File: src/qsanc_pkg.sv
package qsanc_pkg;
  localparam int qsanc_channels = 4;
  localparam logic [4:0] qsanc_ctrl_offset = 5'h00;
  localparam logic [4:0] qsanc_advert_offset = 5'h04;
  localparam int qsanc_cfg_unidir_bit = 0;
  localparam int qsanc_cfg_power_down_bit = 2;
  localparam int qsanc_cfg_isolate_bit = 3;
  localparam int qsanc_cfg_an_enable_bit = 4;
  localparam int qsanc_ctrl_restart_bit = 9;
  localparam int qsanc_ctrl_an_enable_bit = 12;
  localparam int qsanc_ctrl_power_down_bit = 11;
  localparam int qsanc_ctrl_isolate_bit = 10;
  localparam int qsanc_ctrl_unidir_bit = 5;
  localparam int qsanc_ctrl_irq_enable_bit = 0;
  localparam int qsanc_ctrl_irq_clear_bit = 1;
  localparam logic [15:0] qsanc_ctrl_reset = 16'h1000;
  localparam logic [15:0] qsanc_advert_reset = 16'h0001;
  localparam logic [15:0] qsanc_advert_mac_mode = 16'h0001;
  localparam int qsanc_adv_always_one_bit = 0;
  localparam int qsanc_timer_unit_cycles = 4096;
  localparam int qsanc_clk_period_ns = 8;
  localparam int qsanc_timer_width = 9;
  localparam int qsanc_timer_unit_ns = qsanc_timer_unit_cycles * qsanc_clk_period_ns;
  localparam int qsanc_timer_unit_count = qsanc_timer_unit_ns / qsanc_clk_period_ns;
endpackage : qsanc_pkg
File: src/qsanc_channel.sv
`timescale 1ns/1ns
module qsanc_channel
  import qsanc_pkg::*;
#(
  parameter bit has_mdio = 1'b1,
  parameter bit has_an = 1'b1,
  parameter bit mac_mode = 1'b0,
  parameter bit is_ch0 = 1'b0,
  parameter int timer_unit = qsanc_timer_unit_count
)
(
  input wire logic core_clk,
  input wire logic arst_n,
  input wire logic [8:0] link_timer_value,
  input wire logic [5:0] config_bus,
  input wire logic config_load,
  input wire logic [15:0] advert_settings_bus,
  input wire logic advert_settings_load,
  input wire logic negotiation_restart_strobe,
  input wire logic mgmt_wr,
  input wire logic [4:0] mgmt_addr,
  input wire logic [15:0] mgmt_wdata,
  output logic [15:0] ctrl_value,
  output logic [15:0] autoneg_advert,
  output logic negotiation_done_irq,
  output logic unidir_enable,
  output logic power_down,
  output logic gmii_isolate,
  output logic an_enable,
  output logic an_busy
);
  logic cfg_q, adv_q, rst_q;
  logic next_cfg_q, next_adv_q, next_rst_q;
  logic [15:0] ctrl, next_ctrl, adv, next_adv;
  logic [8:0] units, next_units;
  logic [12:0] cyc, next_cyc;
  logic busy, next_busy, done, next_done, irq_flag, next_irq_flag;
  logic cfg_rise, adv_rise, rst_rise, restart, ctrl_wr, adv_wr;
  logic [15:0] cfg_as_ctrl;

  always_comb
  begin
    cfg_rise = config_load && !cfg_q;
    adv_rise = advert_settings_load && !adv_q;
    rst_rise = has_an && negotiation_restart_strobe && !rst_q;
    ctrl_wr = mgmt_wr && mgmt_addr == qsanc_ctrl_offset;
    adv_wr = mgmt_wr && mgmt_addr == qsanc_advert_offset;
    cfg_as_ctrl = ctrl;
    cfg_as_ctrl[qsanc_ctrl_unidir_bit] = config_bus[qsanc_cfg_unidir_bit];
    cfg_as_ctrl[qsanc_ctrl_isolate_bit] = config_bus[qsanc_cfg_isolate_bit];
    cfg_as_ctrl[qsanc_ctrl_an_enable_bit] = has_an && config_bus[qsanc_cfg_an_enable_bit];
    // power-down latches: once set only reset clears it
    cfg_as_ctrl[qsanc_ctrl_power_down_bit] = ctrl[qsanc_ctrl_power_down_bit] ||
      (is_ch0 && config_bus[qsanc_cfg_power_down_bit]);
    next_cfg_q = config_load;
    next_adv_q = advert_settings_load;
    next_rst_q = negotiation_restart_strobe;
    next_ctrl = ctrl;
    if (!has_mdio)
      next_ctrl = cfg_as_ctrl;
    else if (cfg_rise)
      next_ctrl = cfg_as_ctrl;
    else if (ctrl_wr)
    begin
      next_ctrl = mgmt_wdata;
      next_ctrl[qsanc_ctrl_power_down_bit] = ctrl[qsanc_ctrl_power_down_bit] ||
        (is_ch0 && mgmt_wdata[qsanc_ctrl_power_down_bit]);
    end
    next_ctrl[qsanc_ctrl_irq_clear_bit] = 1'b0;
    next_ctrl[qsanc_ctrl_restart_bit] = rst_rise ||
      (has_mdio && ctrl_wr && !cfg_rise && mgmt_wdata[qsanc_ctrl_restart_bit]);
    next_adv = adv;
    if (mac_mode)
      next_adv = qsanc_advert_mac_mode;
    else if (!has_mdio || adv_rise || adv_wr)
    begin
      next_adv = (has_mdio && !adv_rise) ? mgmt_wdata : advert_settings_bus;
      next_adv[qsanc_adv_always_one_bit] = 1'b1;
    end
    restart = ctrl[qsanc_ctrl_restart_bit];
    next_units = units;
    next_cyc = cyc;
    next_busy = busy;
    next_done = done;
    if (restart || !ctrl[qsanc_ctrl_an_enable_bit])
    begin
      next_busy = restart && ctrl[qsanc_ctrl_an_enable_bit];
      next_done = 1'b0;
      next_units = link_timer_value;
      next_cyc = '0;
    end
    else if (busy)
    begin
      // busy lasts setting x timer_unit cycles (4096 by default) plus one
      if (units == '0)
      begin
        next_busy = 1'b0;
        next_done = 1'b1;
      end
      else if (cyc == 13'(timer_unit - 1))
      begin
        next_cyc = '0;
        next_units = units - 9'h001;
      end
      else
        next_cyc = cyc + 13'h0001;
    end
    next_irq_flag = irq_flag;
    if (busy && next_done)
      next_irq_flag = 1'b1;
    else if (ctrl_wr && mgmt_wdata[qsanc_ctrl_irq_clear_bit])
      next_irq_flag = 1'b0;
  end

  always_ff @(posedge core_clk or negedge arst_n)
  begin
    if (!arst_n)
    begin
      cfg_q <= 1'b0;
      adv_q <= 1'b0;
      rst_q <= 1'b0;
      ctrl <= qsanc_ctrl_reset;
      adv <= qsanc_advert_reset;
      units <= '0;
      cyc <= '0;
      busy <= 1'b0;
      done <= 1'b0;
      irq_flag <= 1'b0;
    end
    else
    begin
      cfg_q <= next_cfg_q;
      adv_q <= next_adv_q;
      rst_q <= next_rst_q;
      ctrl <= next_ctrl;
      adv <= next_adv;
      units <= next_units;
      cyc <= next_cyc;
      busy <= next_busy;
      done <= next_done;
      irq_flag <= next_irq_flag;
    end
  end

  assign ctrl_value = ctrl;
  assign autoneg_advert = adv;
  assign negotiation_done_irq = has_mdio ? (irq_flag && ctrl[qsanc_ctrl_irq_enable_bit]) : done;
  assign unidir_enable = ctrl[qsanc_ctrl_unidir_bit];
  assign power_down = ctrl[qsanc_ctrl_power_down_bit];
  assign gmii_isolate = ctrl[qsanc_ctrl_isolate_bit];
  assign an_enable = ctrl[qsanc_ctrl_an_enable_bit];
  assign an_busy = busy;
endmodule : qsanc_channel

File: src/qsanc_config_port.sv
`timescale 1ns/1ns
module qsanc_config_port
  import qsanc_pkg::*;
#(
  parameter bit has_mdio = 1'b1,
  parameter bit has_an = 1'b1,
  parameter bit mac_mode = 1'b0,
  parameter int timer_unit = qsanc_timer_unit_count
)
(
  input wire logic core_clk,
  input wire logic arst_n,
  input wire logic [qsanc_channels*9-1:0] link_timer_value,
  input wire logic [qsanc_channels*6-1:0] config_bus,
  input wire logic [qsanc_channels-1:0] config_load,
  input wire logic [qsanc_channels*16-1:0] advert_settings_bus,
  input wire logic [qsanc_channels-1:0] advert_settings_load,
  input wire logic [qsanc_channels-1:0] negotiation_restart_strobe,
  input wire logic [qsanc_channels-1:0] mgmt_wr,
  input wire logic [qsanc_channels*5-1:0] mgmt_addr,
  input wire logic [qsanc_channels*16-1:0] mgmt_wdata,
  output logic [qsanc_channels*16-1:0] ctrl_value,
  output logic [qsanc_channels*16-1:0] autoneg_advert,
  output logic [qsanc_channels-1:0] negotiation_done_irq,
  output logic [qsanc_channels-1:0] unidir_enable,
  output logic [qsanc_channels-1:0] power_down,
  output logic [qsanc_channels-1:0] gmii_isolate,
  output logic [qsanc_channels-1:0] an_enable,
  output logic [qsanc_channels-1:0] an_busy
);
  for (genvar ch = 0; ch < qsanc_channels; ch++)
  begin : g_ch
    qsanc_channel #(
      .has_mdio(has_mdio),
      .has_an(has_an),
      .mac_mode(mac_mode),
      .is_ch0(ch == 0),
      .timer_unit(timer_unit)
    ) u_ch (
      .core_clk(core_clk),
      .arst_n(arst_n),
      .link_timer_value(link_timer_value[ch*9 +: 9]),
      .config_bus(config_bus[ch*6 +: 6]),
      .config_load(config_load[ch]),
      .advert_settings_bus(advert_settings_bus[ch*16 +: 16]),
      .advert_settings_load(advert_settings_load[ch]),
      .negotiation_restart_strobe(negotiation_restart_strobe[ch]),
      .mgmt_wr(mgmt_wr[ch]),
      .mgmt_addr(mgmt_addr[ch*5 +: 5]),
      .mgmt_wdata(mgmt_wdata[ch*16 +: 16]),
      .ctrl_value(ctrl_value[ch*16 +: 16]),
      .autoneg_advert(autoneg_advert[ch*16 +: 16]),
      .negotiation_done_irq(negotiation_done_irq[ch]),
      .unidir_enable(unidir_enable[ch]),
      .power_down(power_down[ch]),
      .gmii_isolate(gmii_isolate[ch]),
      .an_enable(an_enable[ch]),
      .an_busy(an_busy[ch])
    );

    // a held strobe loads only once
    a_single_load_edge: assert property (@(posedge core_clk) disable iff (!arst_n)
      (has_mdio && !mac_mode && config_load[ch] && $past(config_load[ch]) &&
       !mgmt_wr[ch]) |=> $stable(ctrl_value[ch*16+10 +: 3]))
      else $error("held config load reloaded control");
    a_advert_load: assert property (@(posedge core_clk) disable iff (!arst_n)
      (has_mdio && !mac_mode && $rose(advert_settings_load[ch])) |=>
      autoneg_advert[ch*16+1 +: 15] == $past(advert_settings_bus[ch*16+1 +: 15]))
      else $error("advert load not applied");
    a_advert_bit0: assert property (@(posedge core_clk) disable iff (!arst_n)
      autoneg_advert[ch*16] == 1'b1)
      else $error("advert bit 0 not one");
    a_mac_fixed: assert property (@(posedge core_clk) disable iff (!arst_n)
      mac_mode |-> autoneg_advert[ch*16 +: 16] == qsanc_advert_mac_mode)
      else $error("mac mode advert not fixed");
    a_power_latch: assert property (@(posedge core_clk) disable iff (!arst_n)
      power_down[ch] |=> power_down[ch])
      else $error("power down released without reset");
    a_power_ch_only: assert property (@(posedge core_clk) disable iff (!arst_n)
      (ch != 0) |-> !power_down[ch])
      else $error("power down on other channel");
    a_restart_busy: assert property (@(posedge core_clk) disable iff (!arst_n)
      (has_an && $rose(negotiation_restart_strobe[ch]) && an_enable[ch] && !config_load[ch] &&
       !mgmt_wr[ch]) |-> ##2 an_busy[ch])
      else $error("restart did not start timer");
    a_done_drops: assert property (@(posedge core_clk) disable iff (!arst_n)
      (!has_mdio && an_busy[ch]) |-> !negotiation_done_irq[ch])
      else $error("done shown while negotiating");
  end
endmodule : qsanc_config_port

File: config.mk
export PLATFORM = sky130hd
export DESIGN_NAME = qsanc_config_port
export DESIGN_NICKNAME = d
export VERILOG_FILES = /design/src/qsanc_pkg.sv /design/src/qsanc_channel.sv /design/src/qsanc_config_port.sv
export SDC_FILE = /design/constraint.sdc
export NUM_CORES = 1
export LEC_CHECK = 0
export BUFFER_PORTS_ARGS = -buffer_cell sky130_fd_sc_hd__clkbuf_2
export CAP_MARGIN = 15
export CORE_ASPECT_RATIO = 0.6
export CORE_MARGIN = 2
export CORE_UTILIZATION = 55
export DETAILED_ROUTE_END_ITERATION = 8
export HOLD_SLACK_MARGIN = 0.06
export PLACE_DENSITY = 0.92
export SKIP_CTS_REPAIR_TIMING = 1
export SLEW_MARGIN = 20
export SYNTH_ARGS = -nofsm -noshare
export SYNTH_HDL_FRONTEND = slang
export SYNTH_SLANG_ARGS = --single-unit
File: constraint.sdc
create_clock -name core_clk -period 3.1 [get_ports core_clk]
set_input_delay 0.155 -clock core_clk [delete_from_list [all_inputs] [get_ports core_clk]]
set_output_delay 0.155 -clock core_clk [all_outputs]
set_load 0.02 [all_outputs]
==> flow_summary.json <==
{
  "grt_use_total_pct": 28.6,
  "netlist.area_leader.share_pct": 50.7,
  "io_pins": 378,
  "portBuffers": 348,
  "rsz0062_at_grt": "no",
  "synth-seq-cells": 229,
  "core_area_um2": 19900,
  "via_per_inst": 5.83,
  "vias": 10863,
  "synthFlopType": "dfrtp_1",
  "htreeDepth": 1,
  "hold_class": "primary input to flip-flop",
  "clk_latency_ps": 510,
  "syn_inst": 1075,
  "cts_root_buf": "clkbuf_16",
  "finalCriticalPeriod_ps": 2620,
  "clkTransAtPathRegs_ps": 70,
  "synth_xor_area_share_pct": 3.55,
  "fill_cells": 1167,
  "first_pass_iters": 5,
  "timing.fmax_mhz": 381,
  "path_class": "flip-flop to flip-flop",
  "fp.dieW_um": 187,
  "tightest_slew_ps": 1090,
  "antenna_found_initial": 0,
  "relSlewSlack_pct": 27.5,
  "die_h_um": 114,
  "final_cell_mix": "347 x clkbuf_2, 225 x dfrtp_1, 189 x dlygate4sd3_1",
  "power.share.combinational_pct": 23.4,
  "pwr-share-seq_pct": 45.1,
  "synth_cell_types": 62,
  "synth.area.mux_share_pct": 11.3,
  "async_flop_share_pct": 100,
  "postRouteAntennaNets": 0,
  "mostFrequentLayoutCell": "clkbuf_2",
  "cts_tree": "yes",
  "hold_viol_final": 0,
  "synth_top_family_by_area": "simple AND/OR/NAND/NOR gates",
  "drc": 0,
  "detailed_place_hpwl_mm": 23.3,
  "synth_compound_area_share_pct": 10.7,
  "synthTopCellsByArea": "dfrtp_1 51%, mux2i_1 7.1%, nand2_1 5.2%, o21ai_0 5.2%, mux2_2 4.2%",
  "p_clk_share_pct": 31.5,
  "drv_slew": 0,
  "final_nets": 1809,
  "status": "finished clean",
  "maxCapViolCount": 0,
  "grt_pass1_wl_mm": 48.6,
  "clock-skew-final_ps": 13.3,
  "synthSimpleGateAreaFrac_pct": 16.3,
  "synth_edf_count": 0,
  "register_area_um2": 5740,
  "crit_arrival_ps": 3000,
  "cts_buffers": 21,
  "cp.required_ps": 3480,
  "startpoint_type": "flip-flop",
  "drive_gt1_share_pct": 29.9,
  "p_sw_share_pct": 31.9,
  "synth_seq_area_share_pct": 51.7,
  "row_count": 40,
  "cts_buffer_depth": 3,
  "ys_warn_count": 0,
  "wirelength_mm": 38.5,
  "tns_ps": 0,
  "slowest_delay_ps": 700,
  "wl_per_cell_um": 20.7,
  "p_int_mw": 5.41,
  "cts_sinks": 229,
  "dieArea_um2": 21400,
  "synthAdderAreaFrac_pct": 0.902,
  "utilization_pct": 77.6,
  "diodes": 0,
  "p_switching_mw": 2.53,
  "grt-ovfl-total": 0,
  "end_kind": "flip-flop",
  "period_share_pct": 84.6,
  "syn_area_um2": 11100,
  "peakVddDrop_uv": 350,
  "areaGrowthSynthToFinish_pct": 39.3,
  "start_util_pct": 55.7,
  "grt_pass1_vias": 9329,
  "crit_path_top_delay_cell": "nor3b_1",
  "routabilityCongestion": 0.880,
  "synth.avg_cell_area_um2": 10.3,
  "powerDensity_nw_per_um2": 514,
  "worstPathCellList": "inv_1, ha_1, nor3b_1, a31oi_2, nand2_1, nand3_1, o311ai_0",
  "critPathMaxFanout": 9,
  "drtIter0Drc": 1075,
  "finalSetupViolations": 0,
  "leakage_nw": 7.26,
  "multi_input_area_um2": 4870,
  "grt_start_max_net_pins": 104,
  "yosys.area.top_type": "dfrtp_1"
}
==> synth_stat cells, drive strengths merged (16+ instances only) <==
cell	n
nor2	55
dfrtp	225
buf	61
nand3	31
nand2	154
mux2i	79
a21oi	23
mux2	41
xor2	22
o21ai	116
clkbuf	30
inv	18
xnor2	23
nand4	20
nor4	16
nor3	24
==> power groups by stage <==
stage | sequential (mW) | clock (mW) | combinational (mW)
floorplan | 3.81 | 0 | 0.723
global route | 3.61 | 2.64 | 1.99
CTS | 3.55 | 2.50 | 1.57
global placement | 3.57 | 0 | 1.51
finish | 3.58 | 2.50 | 1.86
detailed placement | 3.60 | 0 | 1.56
==> sequential cells by signal, indices dropped and copies added (netlist names), 36 cells and up <==
| name | count |
|---|---|
| g_ch.u_ch.cyc | 52 |
| g_ch.u_ch.units | 36 |
| g_ch.u_ch.autoneg_advert | 60 |
| g_ch.u_ch.ctrl_value | 57 |
==> cells by family after synthesis <==
family                     count (synthesis)
adders and majority gates                  8
buffers and inverters                    109
xor gates and xnor gates                  45
AOI/OAI and AO/OA                        196
muxes                                    120
and+or+nand+nor                          366
other                                      2
DFF                                      229
==> critical path: cells and delay by family (launching register included) <==
family	cells	cell delay, ps
AOI/OAI and AO/OA	2	540
adders and majority gates	1	180
buffers and inverters	1	130
DFF	1	420
and+or+nand+nor	3	1220
==> final timing paths <==
path | from | end | slack [ps] | depth (start not counted)
min in group asynchronous | arst_n | g_ch[0].u_ch.units[3] | 260 | 2
setup / recovery | g_ch[2].u_ch.units[0] | g_ch[2].u_ch.units[1] | 480 | 7
setup reg to reg | g_ch[2].u_ch.units[0] | g_ch[2].u_ch.units[1] | 480 | 7
hold reg to reg | g_ch[0].u_ch.rst_q | g_ch[0].u_ch.ctrl_value[9] | 410 | 1
max in group asynchronous | arst_n | g_ch[3].u_ch.cyc[5] | 1940 | 3
hold / removal | mgmt_wdata[53] | g_ch[3].u_ch.ctrl_value[5] | 20 | 3
==> per-stage QoR <==
stage / instances / total power [mW] / setup WS [ps] / hold slack [ps] / instance area, um^2
3_3_place_gp: 1636 / 5.08 / 881 / 233 / 12900
4_1_cts: 1673 / 7.62 / 687 / -291 / 13600
6_report: 1862 / 7.94 / 479 / 22.5 / 15500
3_5_place_dp: 1636 / 5.16 / 732 / 239 / 12900
2_1_floorplan: 1087 / 4.53 / 1130 / -141 / 11100
5_1_grt: 1862 / 8.24 / 454 / 53.5 / 15500
==> per-layer routing <==
| layer | part of all wire, % | track usage (%) | vias to the layer above | wire length, um |
|---|---|---|---|---|
| met2 | 48 | 47.5 | 730 | 18500 |
| met3 | 9.1 | 6.34 | 154 | 3490 |
| met1 | 38 | 38.0 | 5256 | 14500 |
| li1 | - | - | 4723 | - |
| met5 | 0 | 0 | - | 0 |
| met4 | 5.0 | 9.29 | 0 | 1910 |
==> layout make-up <==
class | instances | area share (%)
Sequential cell | 229 | 37.1
Multi-Input combinational cell | 749 | 31.5
Timing Repair Buffer | 556 | 24.6
Clock buffer | 30 | 3.88
Tap cell | 273 | 2.21
Inverter | 18 | 0.437
Clock inverter | 7 | 0.267
(Power assumes the default switching activity.)
